`src/core/fhr_pkg.sv`:
```
package fhr_pkg;

  // ****************************************
  // Timing
  // ****************************************
  localparam int unsigned CLK_HZ = 125_000_000;
  localparam int unsigned TRAIN_LIMIT_US = 20_000;
  localparam int unsigned CFG_LIMIT_US = 100_000;
  localparam int unsigned TRAIN_LIMIT_CYC = TRAIN_LIMIT_US * (CLK_HZ / 1_000_000);
  localparam int unsigned CFG_LIMIT_CYC = CFG_LIMIT_US * (CLK_HZ / 1_000_000);
  localparam int unsigned MSMB_SLOW_KHZ = 100;
  localparam int unsigned MSMB_FAST_KHZ = 400;

  // ****************************************
  // Boot vector and modes
  // ****************************************
  localparam logic [2:0] MODE_NORMAL = 3'h0;
  localparam logic [2:0] MODE_EEPROM = 3'h1;
  localparam int unsigned SADDR_W = 7;
  localparam logic [6:0] SADDR_BASE = 7'h40;
  localparam int unsigned SADDR_B5 = 5;
  localparam int unsigned SADDR_B3 = 3;
  localparam int unsigned SADDR_B2 = 2;
  localparam int unsigned SADDR_B1 = 1;
  localparam int unsigned EE_ERR_W = 8;
  localparam int unsigned PORTS = 4;

  typedef struct packed {
    logic [2:0] mode;
    logic slowSmb;
    logic haltPin;
    logic [3:0] saddrPins;
  } fhr_boot_s;

  localparam fhr_boot_s BOOT_RST = '{mode: 3'h0, slowSmb: 1'b0, haltPin: 1'b0,
                                     saddrPins: 4'h0};

  typedef enum logic [9:0] {
    ST_FUND = 10'h001,
    ST_PLL  = 10'h002,
    ST_SSMB = 10'h004,
    ST_MSMB = 10'h008,
    ST_EE   = 10'h010,
    ST_CHK  = 10'h020,
    ST_HALT = 10'h040,
    ST_RUN  = 10'h080,
    ST_CPL  = 10'h100,
    ST_HOTR = 10'h200
  } fhr_state_e;

  typedef struct packed {
    logic pllRstN;
    logic linkTrainEn;
    logic stackRstN;
    logic stackQuasi;
    logic coreRstN;
    logic slvSmbRstN;
    logic mstSmbRstN;
    logic eeLoadStart;
    logic haltCtl;
    logic haltSts;
    logic eeDone;
    logic [7:0] eeErr;
    logic dsHotTs1;
    logic regRstN;
    logic stickyRstN;
    logic regHotHold;
    logic cfgCplOk;
    logic upRetrainDetect;
    logic [3:0] portRetrain;
    logic eeAccessEn;
    logic gpioForceIn;
  } fhr_out_s;

  localparam fhr_out_s OUT_RST = '{pllRstN: 1'b0, linkTrainEn: 1'b0, stackRstN: 1'b0,
    stackQuasi: 1'b0, coreRstN: 1'b0, slvSmbRstN: 1'b0, mstSmbRstN: 1'b0,
    eeLoadStart: 1'b0, haltCtl: 1'b0, haltSts: 1'b0, eeDone: 1'b0, eeErr: 8'h00,
    dsHotTs1: 1'b0, regRstN: 1'b0, stickyRstN: 1'b0, regHotHold: 1'b1, cfgCplOk: 1'b0,
    upRetrainDetect: 1'b0, portRetrain: 4'h0, eeAccessEn: 1'b0, gpioForceIn: 1'b1};

endpackage

```
`src/core/fhr_ctl_if.sv`:
```
`timescale 1ns/1ps
interface fhr_ctl_if;
  logic pinRelLvl;
  logic tmrClr;
  logic tmrExpired;
  modport sync (output pinRelLvl);
  modport tmr (input tmrClr, output tmrExpired);
  modport seq (input pinRelLvl, input tmrExpired, output tmrClr);
endinterface

```
`src/core/fhr_pin_sync.sv`:
```
`timescale 1ns/1ps
module fhr_pin_sync (
  input wire logic sys_clk,
  input wire logic resetn,
  input wire logic clkEn,
  input wire logic fundResetInN,
  fhr_ctl_if.sync ctl
);
  logic meta_r;
  logic meta_nxt;
  logic lvl_r;
  logic lvl_nxt;

  always_comb begin
    meta_nxt = fundResetInN;
    lvl_nxt = meta_r;
  end

  // Held in reset state until two edges see the pin released
  always_ff @(posedge sys_clk) begin
    if (!resetn) begin
      meta_r <= 1'b0;
      lvl_r <= 1'b0;
    end else if (clkEn) begin
      meta_r <= meta_nxt;
      lvl_r <= lvl_nxt;
    end
  end

  assign ctl.pinRelLvl = lvl_r;
endmodule

```
`src/core/fhr_deadline_tmr.sv`:
```
`timescale 1ns/1ps
module fhr_deadline_tmr #(
  parameter int unsigned LIMIT_CYC = 2_500_000
) (
  input wire logic sys_clk,
  input wire logic resetn,
  input wire logic clkEn,
  fhr_ctl_if.tmr ctl
);
  logic [31:0] cnt_r;
  logic [31:0] cnt_nxt;
  logic exp_r;
  logic exp_nxt;

  always_comb begin
    cnt_nxt = cnt_r;
    exp_nxt = exp_r;
    if (ctl.tmrClr) begin
      cnt_nxt = 32'h0;
      exp_nxt = 1'b0;
    end else if (!exp_r) begin
      cnt_nxt = cnt_r + 32'h1;
      exp_nxt = (cnt_r + 32'h1 >= 32'(LIMIT_CYC - 1));
    end
  end

  always_ff @(posedge sys_clk) begin
    if (!resetn) begin
      cnt_r <= 32'h0;
      exp_r <= 1'b0;
    end else if (clkEn) begin
      cnt_r <= cnt_nxt;
      exp_r <= exp_nxt;
    end
  end

  assign ctl.tmrExpired = exp_r;
endmodule

```
`src/core/fhr_reset_seq.sv`:
```
`timescale 1ns/1ps
// Functional notes
// - Reset pin or warm request starts fundamental reset
// - Sample boot on pin release, else reuse
// - Decode mode; value one means EEPROM load
// - PLL lock, then training, sequence continues
// - Halt pin sets status halt bit
// - Stacks quasi-reset; training within 20 ms
// - Config retry within 100 ms; others ignored (no 100 ms limit here: retry held until core reset release)
// - Slow select picks 100 kHz master SMBus
// - Slave SMBus with pin address, then master
// - EEPROM load; loaded retrain bit retrains port
// - EEPROM error aborts, sets halt, records error
// - Set EEPROM done, then check halt bit
// - Halt holds logic until SMBus clears it
// - While halted, registers and EEPROM reachable
// - General-purpose pins forced to inputs on reset
// - Hot reset from TS1, link down, or request
// - Hot reset: downstream TS1, logic reset
// - Hot reset spares sticky and unlocked fields
// - Hot reload only in EEPROM mode, skip clear
// - Hot-held registers read zero, ignore writes
// - Hot request completes, then upstream full retrain
// - Modes zero and one valid, rest reserved
// - Captured boot values readable in status
module fhr_reset_seq
  import fhr_pkg::*;
#(
  parameter int unsigned TRAIN_CYC = TRAIN_LIMIT_CYC
) (
  input wire logic sys_clk,
  input wire logic resetn,
  input wire logic clkEn,
  input wire logic fundResetInN,
  input wire logic warmResetRequestBit,
  input wire logic hotResetRequestBit,
  input wire logic upHotTs1Rx,
  input wire logic upDlDown,
  input wire logic linkdownHotResetDisable,
  input wire logic hotResetEepromSkip,
  input wire logic [2:0] operatingModePins,
  input wire logic haltAfterReset,
  input wire logic masterSmbusSlowSelect,
  input wire logic [3:0] slaveSmbusAddrPins,
  input wire logic pllLock,
  input wire logic eeLoadFinish,
  input wire logic eeLoadErr,
  input wire logic [EE_ERR_W-1:0] eeErrCode,
  input wire logic [PORTS-1:0] eeFullRetrainWr,
  input wire logic haltClear,
  output logic pllSerdesRstN,
  output logic linkTrainEn,
  output logic stackRstN,
  output logic stackCfgRetry,
  output logic coreRstN,
  output logic slaveSmbusRstN,
  output logic masterSmbusRstN,
  output logic masterSmbusSlow,
  output logic [SADDR_W-1:0] slaveSmbusAddr,
  output logic eeLoadStart,
  output logic haltCtlBit,
  output logic haltStsBit,
  output logic eepromLoadDone,
  output logic [EE_ERR_W-1:0] eeErrStatus,
  output logic [2:0] bootMode,
  output logic bootEeMode,
  output logic [8:0] bootStatus,
  output logic dsHotResetTs1,
  output logic regRstN,
  output logic stickyRstN,
  output logic regHotHold,
  output logic cfgWrCplOk,
  output logic upRetrainDetect,
  output logic [PORTS-1:0] portFullRetrain,
  output logic eeAccessEn,
  output logic gpioForceInput
);

  // ****************************************
  // Helpers
  // ****************************************
  fhr_ctl_if ctl ();

  fhr_pin_sync u_sync (
    .sys_clk(sys_clk),
    .resetn(resetn),
    .clkEn(clkEn),
    .fundResetInN(fundResetInN),
    .ctl(ctl.sync)
  );

  fhr_deadline_tmr #(
    .LIMIT_CYC(TRAIN_CYC)
  ) u_tmr (
    .sys_clk(sys_clk),
    .resetn(resetn),
    .clkEn(clkEn),
    .ctl(ctl.tmr)
  );

  // ****************************************
  // State
  // ****************************************
  fhr_state_e st_r;
  fhr_state_e st_nxt;
  fhr_out_s o_r;
  fhr_out_s o_nxt;
  fhr_boot_s boot_r;
  fhr_boot_s boot_nxt;
  logic fromPin_r;
  logic fromPin_nxt;
  logic hotFlow_r;
  logic hotFlow_nxt;
  logic pendWarm_r;
  logic pendWarm_nxt;
  logic bootEe_r;
  logic bootEe_nxt;
  logic tmrClr;
  logic validMode;
  logic eeMode;
  logic hotEvent;

  always_comb begin
    validMode = (boot_r.mode == MODE_NORMAL) || (boot_r.mode == MODE_EEPROM);
    eeMode = (boot_r.mode == MODE_EEPROM);
    hotEvent = upHotTs1Rx || (upDlDown && !linkdownHotResetDisable);
  end

  always_comb begin
    st_nxt = st_r;
    o_nxt = o_r;
    boot_nxt = boot_r;
    fromPin_nxt = fromPin_r;
    hotFlow_nxt = hotFlow_r;
    pendWarm_nxt = pendWarm_r;
    tmrClr = 1'b0;
    o_nxt.eeLoadStart = 1'b0;
    o_nxt.cfgCplOk = 1'b0;
    o_nxt.upRetrainDetect = 1'b0;
    o_nxt.portRetrain = '0;
    o_nxt.regRstN = 1'b1;
    o_nxt.stickyRstN = 1'b1;
    if (haltClear) begin
      o_nxt.haltCtl = 1'b0;
    end
    case (st_r)
      ST_RUN: begin
        if (warmResetRequestBit || hotResetRequestBit) begin
          o_nxt.cfgCplOk = 1'b1;
          pendWarm_nxt = warmResetRequestBit;
          st_nxt = ST_CPL;
        end else if (hotEvent) begin
          st_nxt = ST_HOTR;
        end
      end
      ST_CPL: begin
        if (pendWarm_r) begin
          fromPin_nxt = 1'b0;
          st_nxt = ST_FUND;
        end else begin
          o_nxt.upRetrainDetect = 1'b1;
          st_nxt = ST_HOTR;
        end
      end
      ST_FUND: begin
        if (fromPin_r) begin
          boot_nxt = '{mode: operatingModePins, slowSmb: masterSmbusSlowSelect,
                       haltPin: haltAfterReset, saddrPins: slaveSmbusAddrPins};
        end
        o_nxt.pllRstN = 1'b1;
        o_nxt.gpioForceIn = 1'b0;
        hotFlow_nxt = 1'b0;
        tmrClr = 1'b1;
        st_nxt = ST_PLL;
      end
      ST_PLL: begin
        if (pllLock || ctl.tmrExpired) begin
          o_nxt.linkTrainEn = 1'b1;
          if (haltAfterReset) begin
            o_nxt.haltSts = 1'b1;
            o_nxt.haltCtl = 1'b1;
          end
          o_nxt.stackRstN = validMode;
          o_nxt.stackQuasi = validMode;
          st_nxt = ST_SSMB;
        end
      end
      ST_SSMB: begin
        o_nxt.slvSmbRstN = 1'b1;
        st_nxt = ST_MSMB;
      end
      ST_MSMB: begin
        o_nxt.mstSmbRstN = 1'b1;
        if (eeMode && !(hotFlow_r && hotResetEepromSkip)) begin
          o_nxt.eeLoadStart = 1'b1;
          o_nxt.eeDone = 1'b0;
          st_nxt = ST_EE;
        end else begin
          st_nxt = ST_CHK;
        end
      end
      ST_EE: begin
        o_nxt.portRetrain = eeFullRetrainWr;
        if (eeLoadFinish) begin
          o_nxt.eeDone = 1'b1;
          if (eeLoadErr) begin
            o_nxt.haltCtl = 1'b1;
            o_nxt.eeErr = eeErrCode;
          end
          st_nxt = ST_CHK;
        end
      end
      ST_CHK: begin
        if (o_r.haltCtl) begin
          o_nxt.eeAccessEn = 1'b1;
          st_nxt = ST_HALT;
        end else begin
          o_nxt.coreRstN = 1'b1;
          o_nxt.stackQuasi = 1'b0;
          o_nxt.regHotHold = 1'b0;
          st_nxt = ST_RUN;
        end
      end
      ST_HALT: begin
        if (!o_nxt.haltCtl) begin
          o_nxt.eeAccessEn = 1'b0;
          o_nxt.coreRstN = 1'b1;
          o_nxt.stackQuasi = 1'b0;
          o_nxt.regHotHold = 1'b0;
          st_nxt = ST_RUN;
        end
      end
      ST_HOTR: begin
        if (!o_r.dsHotTs1) begin
          o_nxt.dsHotTs1 = 1'b1;
          o_nxt.coreRstN = 1'b0;
          o_nxt.stackRstN = 1'b0;
          o_nxt.stackQuasi = 1'b0;
          o_nxt.linkTrainEn = 1'b0;
          o_nxt.regRstN = 1'b0;
          o_nxt.regHotHold = 1'b1;
          hotFlow_nxt = 1'b1;
        end else if (!hotEvent) begin
          o_nxt.dsHotTs1 = 1'b0;
          o_nxt.linkTrainEn = 1'b1;
          o_nxt.stackRstN = validMode;
          o_nxt.stackQuasi = validMode;
          st_nxt = ST_MSMB;
        end
      end
      default: begin
        st_nxt = ST_FUND;
      end
    endcase
    if (!ctl.pinRelLvl) begin
      o_nxt = OUT_RST;
      fromPin_nxt = 1'b1;
      hotFlow_nxt = 1'b0;
      st_nxt = ST_FUND;
    end else if (st_r == ST_CPL && pendWarm_r) begin
      o_nxt = OUT_RST;
      o_nxt.upRetrainDetect = 1'b0;
    end
    bootEe_nxt = (boot_nxt.mode == MODE_EEPROM);
  end

  always_ff @(posedge sys_clk) begin
    if (!resetn) begin
      st_r <= ST_FUND;
      o_r <= OUT_RST;
      boot_r <= BOOT_RST;
      fromPin_r <= 1'b1;
      hotFlow_r <= 1'b0;
      pendWarm_r <= 1'b0;
      bootEe_r <= 1'b0;
    end else if (clkEn) begin
      st_r <= st_nxt;
      o_r <= o_nxt;
      boot_r <= boot_nxt;
      fromPin_r <= fromPin_nxt;
      hotFlow_r <= hotFlow_nxt;
      pendWarm_r <= pendWarm_nxt;
      bootEe_r <= bootEe_nxt;
    end
  end

  assign ctl.tmrClr = tmrClr;

  // ****************************************
  // Outputs
  // ****************************************
  always_comb begin
    slaveSmbusAddr = SADDR_BASE;
    slaveSmbusAddr[SADDR_B5] = boot_r.saddrPins[3];
    slaveSmbusAddr[SADDR_B3] = boot_r.saddrPins[2];
    slaveSmbusAddr[SADDR_B2] = boot_r.saddrPins[1];
    slaveSmbusAddr[SADDR_B1] = boot_r.saddrPins[0];
  end

  assign pllSerdesRstN = o_r.pllRstN;
  assign linkTrainEn = o_r.linkTrainEn;
  assign stackRstN = o_r.stackRstN;
  assign stackCfgRetry = o_r.stackQuasi;
  assign coreRstN = o_r.coreRstN;
  assign slaveSmbusRstN = o_r.slvSmbRstN;
  assign masterSmbusRstN = o_r.mstSmbRstN;
  assign masterSmbusSlow = boot_r.slowSmb;
  assign eeLoadStart = o_r.eeLoadStart;
  assign haltCtlBit = o_r.haltCtl;
  assign haltStsBit = o_r.haltSts;
  assign eepromLoadDone = o_r.eeDone;
  assign eeErrStatus = o_r.eeErr;
  assign bootMode = boot_r.mode;
  assign bootEeMode = bootEe_r;
  assign bootStatus = boot_r;
  assign dsHotResetTs1 = o_r.dsHotTs1;
  assign regRstN = o_r.regRstN;
  assign stickyRstN = o_r.stickyRstN;
  assign regHotHold = o_r.regHotHold;
  assign cfgWrCplOk = o_r.cfgCplOk;
  assign upRetrainDetect = o_r.upRetrainDetect;
  assign portFullRetrain = o_r.portRetrain;
  assign eeAccessEn = o_r.eeAccessEn;
  assign gpioForceInput = o_r.gpioForceIn;
endmodule

```
`config.mk`:
```
export PLATFORM = sky130hd
export DESIGN_NAME = fhr_reset_seq
export DESIGN_NICKNAME = d
export VERILOG_FILES = /design/src/core/fhr_pkg.sv /design/src/core/fhr_ctl_if.sv /design/src/core/fhr_pin_sync.sv /design/src/core/fhr_deadline_tmr.sv /design/src/core/fhr_reset_seq.sv
export SDC_FILE = /design/constraint.sdc
export NUM_CORES = 1
export LEC_CHECK = 0
export ABC_AREA = 1
export BUFFER_PORTS_ARGS = -buffer_cell sky130_fd_sc_hd__buf_2
export CAP_MARGIN = 40
export CORE_UTILIZATION = 40
export CTS_CLUSTER_SIZE = 10
export DETAILED_ROUTE_END_ITERATION = 7
export SLEW_MARGIN = 15
export SYNTH_ARGS = -nofsm -noshare
export SYNTH_HDL_FRONTEND = slang
export SYNTH_SLANG_ARGS = --single-unit
```
`constraint.sdc`:
```
create_clock -name sys_clk -period 2.86 [get_ports sys_clk]
set_clock_uncertainty 0.2 [all_clocks]
set_input_delay 0.572 -clock sys_clk [delete_from_list [all_inputs] [get_ports sys_clk]]
set_output_delay 0.572 -clock sys_clk [all_outputs]
set_load 0.005 [all_outputs]
```
==> summary.md, run 1 <==
| Metric | Value |
|---|---|
| Status | `complete, no violations` |
| Critical Path Max Stage Delay | `450 ps` |
| Core area | `12,600 um2` |
| PostCTS Resize Cnt | `0` |
| Asr flop ratio synth | `0%` |
| Antenna-violating nets left | `0` |
| Warnings from Yosys | `0` |
| First-pass GRT wire length | `24,000 um` |
| Synth Area in Compound Gates | `14.1%` |
| Hold path startpoint | `fundResetInN` |
| FMAX | `411 MHz` |
| Fin area | `6000 um2` |
| Vias per inst | `4.87` |
| Most used DFF post-synth | `dfxtp_1` |
| Crit-path leading delay family | `simple AND/OR/NAND/NOR gates` |
| Worst Tran Pin Value | `501 ps` |
| Relative slew slack | `66.6%` |
| Final RePlAce weighted congestion | `0.919` |
| Hold Crit Depth | `3` |
| Worst-path clk slew | `70 ps` |
| Max_cap viols | `0` |
| Vias in the first global route | `4,820` |
| CP cell instances | `ha_1, nand2_1, nor2_4, nand3_1, nor2_1, nand3_1, nand2_1, nand2_1, nor2_1, nand2_1, a21oi_1, nand2_1, nand2_1, a21oi_2` |
| Overflow after GRT | `0` |
| Syn Inst Count | `798` |
| I/O pins | `87` |
| Die Wd | `116 um` |
| Post-synthesis simple-gate area fraction | `38.7%` |
| Root Driver | `clkbuf_16` |
| FP Rows | `41` |
| Arrival time worst endpoint | `2480 ps` |
| Fin Hold WS | `246 ps` |
| R2r worst-path depth | `14` |
| Hpwl dp | `10,600 um` |
| Hold-fix buffers, CTS | `0` |
| Largest net degree at the start of global routing | `33` |
| Via count | `5,093` |
| Critical path buffers and inverters | `0` |
| Pwr per Cell Area | `476 nW/um2` |
| Slack of the worst reg-to-reg path | `430 ps` |
| Final hold violation count | `0` |
| XOR/XNOR share of the synthesized area | `1.83%` |
| Sequential area share after synthesis | `34.4%` |
| Yosys cell types | `46` |
| GRT Total Usage | `23.0%` |
| Fin worst setup slack | `427 ps` |
| Worst-skew pair later-pin latency | `360 ps` |
| Unrepaired setup endpoints after global routing | `false` |
| Largest family of logic cells by synthesized area | `simple AND/OR/NAND/NOR gates` |
| Final setup viols | `0` |
| Yosys reg bits | `89` |
| Setup bufs post-CTS | `0` |
| Dpl ws | `482 ps` |
| Maximum clock insertion buffer count | `2` |
| Crit path capture type | `flip-flop` |
| Worst setup SP type | `flip-flop` |
| VDD IR-drop max | `0.000279 V` |
| Area delta synth->final | `15.8%` |
| Fin nets | `905` |
| Initial Utilization | `41.1%` |
| Setup Total Neg Slack | `0 ps` |
| Initial antenna violation count | `0` |
| Tcrit/Tclk final | `85.1%` |
| Post-synthesis mux area share | `0.386%` |
| Detailed Route WL | `14,300 um` |
| Worst Path Max Fanout | `7` |
| DRT iter0 DRCs | `275` |
| Worst path slowest cell | `dfxtp_1` |
| Die height | `116 um` |
| CP dominant cell by count | `nand2_1` |
| Num Clock Sinks | `89` |
| Critical Path RT | `2910 ps` |
| Initial DRT Pass Iterations | `5` |
| TritonCTS Buffers | `9` |
| R2r endpoint | `u_tmr.ctl.tmrExpired` |
| CTS tree | `yes` |
| Post-Syn Area | `5180 um2` |
| Placed cell area | `5690 um2` |
| # DRC | `0` |
| Slew Viols, Final | `0` |
| Antenna fix cells | `0` |
| PortBufs | `83` |
| Leak | `0.00247 uW` |
| Die area | `13,400 um2` |
| Adder-Cell Fraction of Synth Area | `0.483%` |
| Crit path kind | `flip-flop to flip-flop` |
| Drt wl/cell | `13.6 um` |
| CTS H-tree depth | `3` |
| Post-synth EDFFs | `0` |
| Final core utilization | `47.6%` |
| Synth Area per Inst | `6.49 um2` |
| Fin crit period | `2430 ps` |
| Hold Path Sink | `u_sync.lvl_nxt` |
| Worst Hold Class | `input pin to flip-flop` |
| Share of cells above drive strength 1 | `19.5%` |
| R2R Path Start | `u_tmr.cnt_r[0]` |
==> sequential cells by signal (all words and copies together) (netlist names), 3 cells and up <==
name             cells
u_tmr.cnt_r         32
st_r                10
eeErrStatus          8
bootStatus           5
portFullRetrain      4
bootMode             3
==> area by class of cell <==
class | instances | area (um2)
fill | 1377 | 6620
multi-input combinational | 589 | 2890
sequential | 89 | 1780
timing repair buffer | 90 | 468
inverter | 89 | 334
clock buffer | 11 | 233
tap | 172 | 215
clock inverter | 5 | 78.8
==> tightest hold or removal path, cell delays in order <==
cell and delay [ps]:
buf_2 80, nor2_1 30, nor2_1 80
==> cells by family (layout without fill, tap and decap cells) <==
family | count (synthesis) | count (layout)
compound gates | 129 | 129
xor+xnor | 10 | 10
fa+ha+maj | 2 | 2
buf+inv | 121 | 195
flops | 89 | 89
mux | 2 | 2
other cells | 2 | 3
simple gates | 443 | 443
==> where the power goes <==
group	internal [uW]	switching (uW)
Combinational	95.3	187
Sequential	1270	23.8
Clock	767	514
==> layer usage <==
layer / up-vias / routed length (um) / track usage (%)
li1: 2702 / - / -
met1: 2259 / 6940 / 30.0
met2: 119 / 6360 / 37.1
met3: 13 / 762 / 5.86
met4: 0 / 199 / 7.86
met5: - / 0 / 0
==> cells in the mapped netlist, types with 2 or more instances <==
library cell,n,area share [%]
nand2_1,225,16
dfxtp_1,89,34
nor2_1,84,6.1
inv_1,74,5.4
a21oi_1,73,7.0
nand3_1,60,5.8
o21ai_0,24,2.3
inv_2,15,1.1
buf_4,12,1.7
nand4_1,12,1.4
clkbuf_1,11,0.80
nor2_2,11,1.3
nor2_4,11,2.4
nand2_2,10,1.2
buf_2,8,0.77
nor3_1,8,0.77
o21ai_1,6,0.58
xnor2_1,6,1.0
a211oi_1,5,0.72
o21a_1,5,0.72
or2_2,4,0.48
a211oi_2,3,0.72
and2_1,3,0.36
nand3_2,3,0.58
nor3_2,3,0.58
nor3b_1,3,0.43
xor2_1,3,0.51
a31oi_1,2,0.24
conb_1,2,0.14
ha_1,2,0.48
mux2i_1,2,0.39
nand3b_1,2,0.29
o21ai_2,2,0.34
o21bai_1,2,0.29
o31ai_1,2,0.29
==> per-stage QoR <==
| step | cells | total power (uW) |
|---|---|---|
| floorplan | 799 | 1510 |
| global placement | 1029 | 1610 |
| detailed placement | 1029 | 1610 |
| CTS | 1045 | 2890 |
| global route | 1045 | 2980 |
| finish | 1045 | 2860 |
==> how the worst max path moves through the flow <==
stage / start / end / slack [ps] / cells after the start
after floorplan: u_tmr.cnt_r[0] / u_tmr.ctl.tmrExpired / 770 / 14
after global placement: u_tmr.cnt_r[0] / u_tmr.ctl.tmrExpired / 530 / 14
after detailed placement: u_tmr.cnt_r[0] / u_tmr.ctl.tmrExpired / 480 / 14
after CTS: u_tmr.cnt_r[0] / u_tmr.ctl.tmrExpired / 450 / 14
after global routing: u_tmr.cnt_r[0] / u_tmr.ctl.tmrExpired / 210 / 15
final: u_tmr.cnt_r[0] / u_tmr.ctl.tmrExpired / 430 / 14
==> layout by cell type, fill, tap and decap left out, types with 4 or more instances in the layout <==
cell type / netlist / routed
clkbuf_16: 0 / 9
nand2_2: 10 / 10
nor2_1: 84 / 84
nand2_1: 225 / 225
inv_1: 74 / 74
xnor2_1: 6 / 6
nand4_1: 12 / 12
dfxtp_1: 89 / 89
nor3_1: 8 / 8
o21ai_0: 24 / 24
a211oi_1: 5 / 5
a21oi_1: 73 / 73
or2_2: 4 / 4
o21a_1: 5 / 5
nor2_4: 11 / 11
buf_2: 8 / 83
buf_4: 12 / 7
o21ai_1: 6 / 5
nor2_2: 11 / 11
nand3_1: 60 / 60
inv_2: 15 / 15
No activity file was read; power rests on OpenSTA's default activity.
==> inputs of run 2 (changes only) <==
==> constraint.sdc (replaced) <==
create_clock -name sys_clk -period 2.86 [get_ports sys_clk]
set_clock_uncertainty 0.2 [all_clocks]
set_input_delay 0.429 -clock sys_clk [delete_from_list [all_inputs] [get_ports sys_clk]]
set_output_delay 0.429 -clock sys_clk [all_outputs]
set_load 0.005 [all_outputs]
==> run 2 against run 1 <==
Effect of this change:
- first-iteration DRC count increased by 24%
- non-clock buffer count decreased by 1
- critical path depth up 1
- power decreased by 3.4%
- final area down 0.19%
==> summary.md, run 2 (synthesis results as in run 1) <==
| Metric | Value |
|---|---|
| Initial DRT Pass Iterations | `5` |
| Max_cap viols | `0` |
| Largest Register | `u_tmr.cnt_r` |
| Slew Viols, Final | `0` |
| TritonCTS Buffers | `9` |
| Final setup viols | `0` |
| Maximum clock insertion buffer count | `2` |
| Worst Hold Class | `input pin to flip-flop` |
| Fillers | `1,369` |
| Die height | `116 um` |
| Leak | `0.00246 uW` |
| Arrival time worst endpoint | `2490 ps` |
| Die area | `13,400 um2` |
| Worst setup SP type | `flip-flop` |
| Final RePlAce weighted congestion | `0.887` |
| Final hold violation count | `0` |
| Fin crit period | `2410 ps` |
| Via count | `5,121` |
| Most frequent cells in the layout | `nand2_1 (225), dfxtp_1 (89), nor2_1 (84), buf_2 (83), inv_1 (74)` |
| DRT iter0 DRCs | `340` |
| Hold-fix buffers, CTS | `0` |
| Status | `complete, no violations` |
| Commonest non-fill, non-tap cell in the layout | `nand2_1` |
| Setup bufs post-CTS | `0` |
| Vias in the first global route | `4,825` |
| Worst Tran Pin Value | `501 ps` |
| Area delta synth->final | `15.6%` |
| Post-route insts no fill | `1,044` |
| FMAX | `414 MHz` |
| Antenna fix cells | `0` |
| Vias per inst | `4.91` |
| Pwr per Cell Area | `461 nW/um2` |
| Initial Utilization | `41.1%` |
| Drt wl/cell | `13.5 um` |
| # DRC | `0` |
| CTS tree | `yes` |
| Die Wd | `116 um` |
| Unrepaired setup endpoints after global routing | `false` |
| Largest register FFs | `32` |
| Share of cells above drive strength 1 | `19.4%` |
| Relative slew slack | `66.5%` |
| Core area | `12,600 um2` |
| Setup Total Neg Slack | `0 ps` |
| Root Driver | `clkbuf_16` |
| PortBufs | `83` |
| CTS H-tree depth | `3` |
| Initial antenna violation count | `0` |
| FP Rows | `41` |
| Tcrit/Tclk final | `84.4%` |
| Crit path capture type | `flip-flop` |
| Overflow after GRT | `0` |
| Num Clock Sinks | `89` |
| PostCTS Resize Cnt | `0` |
| Detailed Route WL | `14,000 um` |
| Fin nets | `904` |
| Crit path kind | `flip-flop to flip-flop` |
| I/O pins | `87` |
| Worst Path Max Fanout | `7` |
| Worst-path clk slew | `60 ps` |
| Final core utilization | `47.5%` |
| Largest net degree at the start of global routing | `44` |
| First-pass GRT wire length | `23,500 um` |
| Critical Path RT | `2940 ps` |
| Antenna-violating nets left | `0` |
| GRT Total Usage | `22.3%` |
| VDD IR-drop max | `0.000285 V` |
| Hpwl dp | `10,600 um` |
| Worst-skew pair later-pin latency | `350 ps` |
| Placed insts | `1,028` |
run 2: cell count changes in the layout (fill, tap and decap cells not counted), sizes merged:
cell      delta
inv          -1
clkbuf       +4
clkinvlp     +1
bufinv       -2
buf          -1
clkinv       -2
run 2: cell type report:
class                      instances  area [um2]  share of cell area [%]
inverter                          89         334                    5.58
sequential                        89        1780                    29.7
tap                              172         215                    3.59
multi-input combinational        589        2890                    48.3
timing repair buffer              89         473                    7.89
clock buffer                      15         288                    4.80
clock inverter                     1        7.51                   0.125
run 2: power by group:
group          internal, uW  switching [uW]  leakage (uW)
registers              1270            24.0      0.000722
logic                  96.4             187       0.00160
clock network           686             497      0.000142
total                  2050             709       0.00246
run 2: worst max-delay path: stages (launching register included):
cell     delay, ps
dfxtp_1        450
ha_1           320
nand3_1        150
nor2_1         270
nand3_1        110
nand2_1         70
nand2_1         60
inv_1           50
nand2_1         60
nor2_1         130
nand3_1         90
nand2_1        100
nand2_1         50
nand2_1         60
nand2_1         60
a21oi_2        110
run 2: per-stage QoR:
step	hold slack (ps)	total power, uW	instance area [um2]	setup WS, ps
after global placement	235	1610	5700	550
after floorplan	240	1510	5190	768
after CTS	118	2780	5990	466
final	124	2760	5990	446
after detailed placement	236	1610	5700	484
after global routing	152	2860	5990	185
run 2: layer usage:
layer,share of wire [%],wire [um],up-vias,track usage [%]
met5,0,0,-,0
met4,1.6,230,0,8.12
met3,4.1,577,16,3.40
met2,45,6290,115,35.9
met1,49,6950,2280,30.3
li1,-,-,2710,-
run 2: path summary, 6_finish.rpt:
check	slack (ps)	cells past startpoint	to	from
worst max-delay path	450	15	u_tmr.ctl.tmrExpired	u_tmr.cnt_r[0]
worst min-delay path	120	3	u_sync.lvl_nxt	fundResetInN
worst max register to register	450	15	u_tmr.ctl.tmrExpired	u_tmr.cnt_r[0]
worst min register to register	250	2	eeErrStatus[4]	eeErrStatus[4]
==> inputs of run 3 (changes only) <==
clock period = 2.4 ns   (was 2.86 ns; I/O delays follow)
==> run 3 against run 2 <==
Effect of this change:
- register-to-register slack worse by 240 ps
- cell count increased by 0.96%
- first-iteration DRC count fell by 4.7%
- core utilization rose by 1.2 points
==> summary.md, run 3 (synthesis results as in run 1) <==
| Metric | Value |
|---|---|
| Worst Hold Class | `input pin to flip-flop` |
| First-pass GRT wire length | `23,500 um` |
| Worst-path clk slew | `60 ps` |
| Slew Viols, Final | `0` |
| Post-route insts no fill | `1,054` |
| Area delta synth->final | `18.5%` |
| Core area | `12,600 um2` |
| Hold path startpoint | `fundResetInN` |
| Die height | `116 um` |
| Worst setup SP type | `flip-flop` |
| Antenna fix cells | `0` |
| R2R Path Start | `u_tmr.cnt_r[0]` |
| Via count | `5,147` |
| PortBufs | `83` |
| CP dominant cell by count | `nand2_1` |
| Initial DRT Pass Iterations | `4` |
| Critical Path Max Stage Delay | `330 ps` |
| Max_cap viols | `0` |
| Pwr per Cell Area | `563 nW/um2` |
| Final hold violation count | `0` |
| Fin nets | `914` |
| Die Wd | `116 um` |
| Setup crit start | `u_tmr.cnt_r[0]` |
| WL met2 | `6270 um` |
| Setup Total Neg Slack | `0 ps` |
| I/O pins | `87` |
| Crit path capture type | `flip-flop` |
| Largest register FFs | `32` |
| Worst Path Max Fanout | `6` |
| PostCTS Resize Cnt | `0` |
| Vias per inst | `4.88` |
| R2r worst-path depth | `14` |
| Worst path slowest cell | `dfxtp_1` |
| # DRC | `0` |
| TritonCTS Buffers | `9` |
| DRT iter0 DRCs | `324` |
| Final setup viols | `0` |
| FMAX | `455 MHz` |
| Leak | `0.00253 uW` |
| CTS tree | `yes` |
| Hold-fix buffers, CTS | `0` |
| Initial Utilization | `41.1%` |
| CTS H-tree depth | `3` |
| Status | `complete, no violations` |
| Maximum clock insertion buffer count | `2` |
| Tcrit/Tclk final | `91.5%` |
| Fin crit period | `2200 ps` |
| Final RePlAce weighted congestion | `0.925` |
| CP cell instances | `ha_1, nand2_1, nor2_4, nand3_1, nor2_4, nand3_1, nand2_1, nand2_1, nor2_1, nand2_1, a21oi_1, nand2_1, nand2_1, a21oi_2` |
| Num Clock Sinks | `89` |
| Critical Path RT | `2440 ps` |
| Hpwl dp | `10,700 um` |
| Setup bufs post-CTS | `0` |
| Worst-skew pair later-pin latency | `340 ps` |
| Root Driver | `clkbuf_16` |
| Detailed Route WL | `14,100 um` |
| DR WL met3 | `622 um` |
| M1 WL | `6860 um` |
| Overflow after GRT | `0` |
| Placed insts | `1,038` |
| Commonest non-fill, non-tap cell in the layout | `nand2_1` |
| Antenna-violating nets left | `0` |
| Largest Register | `u_tmr.cnt_r` |
| Arrival time worst endpoint | `2240 ps` |
| Hold Crit Depth | `3` |
| Most frequent cells in the layout | `nand2_1 (225), dfxtp_1 (87), buf_2 (83), nor2_1 (79), inv_1 (74)` |
| Initial antenna violation count | `0` |
| Largest net degree at the start of global routing | `55` |
| GRT Total Usage | `22.5%` |
| Top sig layer | `met4` |
| Share of cells above drive strength 1 | `21.4%` |
| VDD IR-drop max | `0.000297 V` |
| Vias in the first global route | `4,852` |
| Crit path kind | `flip-flop to flip-flop` |
| Drt wl/cell | `13.4 um` |
| FP Rows | `41` |
| Die area | `13,400 um2` |
==> run 3: cell count changes in the layout (fill, tap and decap cells not counted), moves of 2 or more <==
| cell | change |
|---|---|
| clkbuf_8 | -2 |
| nor2_2 | +3 |
| buf_4 | +10 |
| bufinv_16 | +2 |
| nor2_1 | -5 |
| nor2_4 | +2 |
| dfxtp_2 | +2 |
| dfxtp_1 | -2 |
==> run 3: worst paths after layout <==
| kind | endpoint | slack (ps) |
|---|---|---|
| max | u_tmr.ctl.tmrExpired | 200 |
| min | u_sync.lvl_nxt | 50 |
| max reg2reg | u_tmr.ctl.tmrExpired | 200 |
| min reg2reg | eeErrStatus[3] | 240 |
==> run 3: cell type report <==
| cell class | count | area (um2) |
|---|---|---|
| Clock buffer | 12 | 256 |
| Clock inverter | 4 | 75.1 |
| Inverter | 89 | 334 |
| Tap cell | 172 | 215 |
| Timing Repair Buffer | 99 | 548 |
| Sequential cell | 89 | 1780 |
| Multi-Input combinational cell | 589 | 2930 |
| Fill cell | 1361 | 6480 |
==> run 3: critical path: cells and delay by family, from the launching register on <==
kind | cells | cell delay [ps]
simple gates | 11 | 1180
fa+ha+maj | 1 | 220
compound gates | 2 | 160
flops | 1 | 330
==> run 3: stage by stage <==
| stage | hold WS [ps] | util (%) | worst slack [ps] | total power (uW) | area, um2 |
|---|---|---|---|---|---|
| final | 48.1 | 48.7 | 204 | 3460 | 6140 |
| after CTS | 41.5 | 48.4 | 177 | 3500 | 6100 |
| after detailed placement | 231 | 45.7 | 193 | 1930 | 5770 |
| after global placement | 231 | 45.7 | 166 | 1930 | 5770 |
| after floorplan | 240 | - | 308 | 1800 | 5190 |
| after global routing | 76.6 | 48.7 | -16.1 | 3600 | 6140 |
==> run 3: power by group <==
group,internal [uW],switching (uW)
Sequential,1520,25.4
Combinational,123,229
Clock,970,593
==> run 3: per-layer routing <==
layer | global-route usage [%] | vias up
met2 | 36.0 | 116
met5 | 0 | -
met3 | 3.97 | 23
met1 | 29.3 | 2286
met4 | 11.2 | 0
li1 | - | 2722
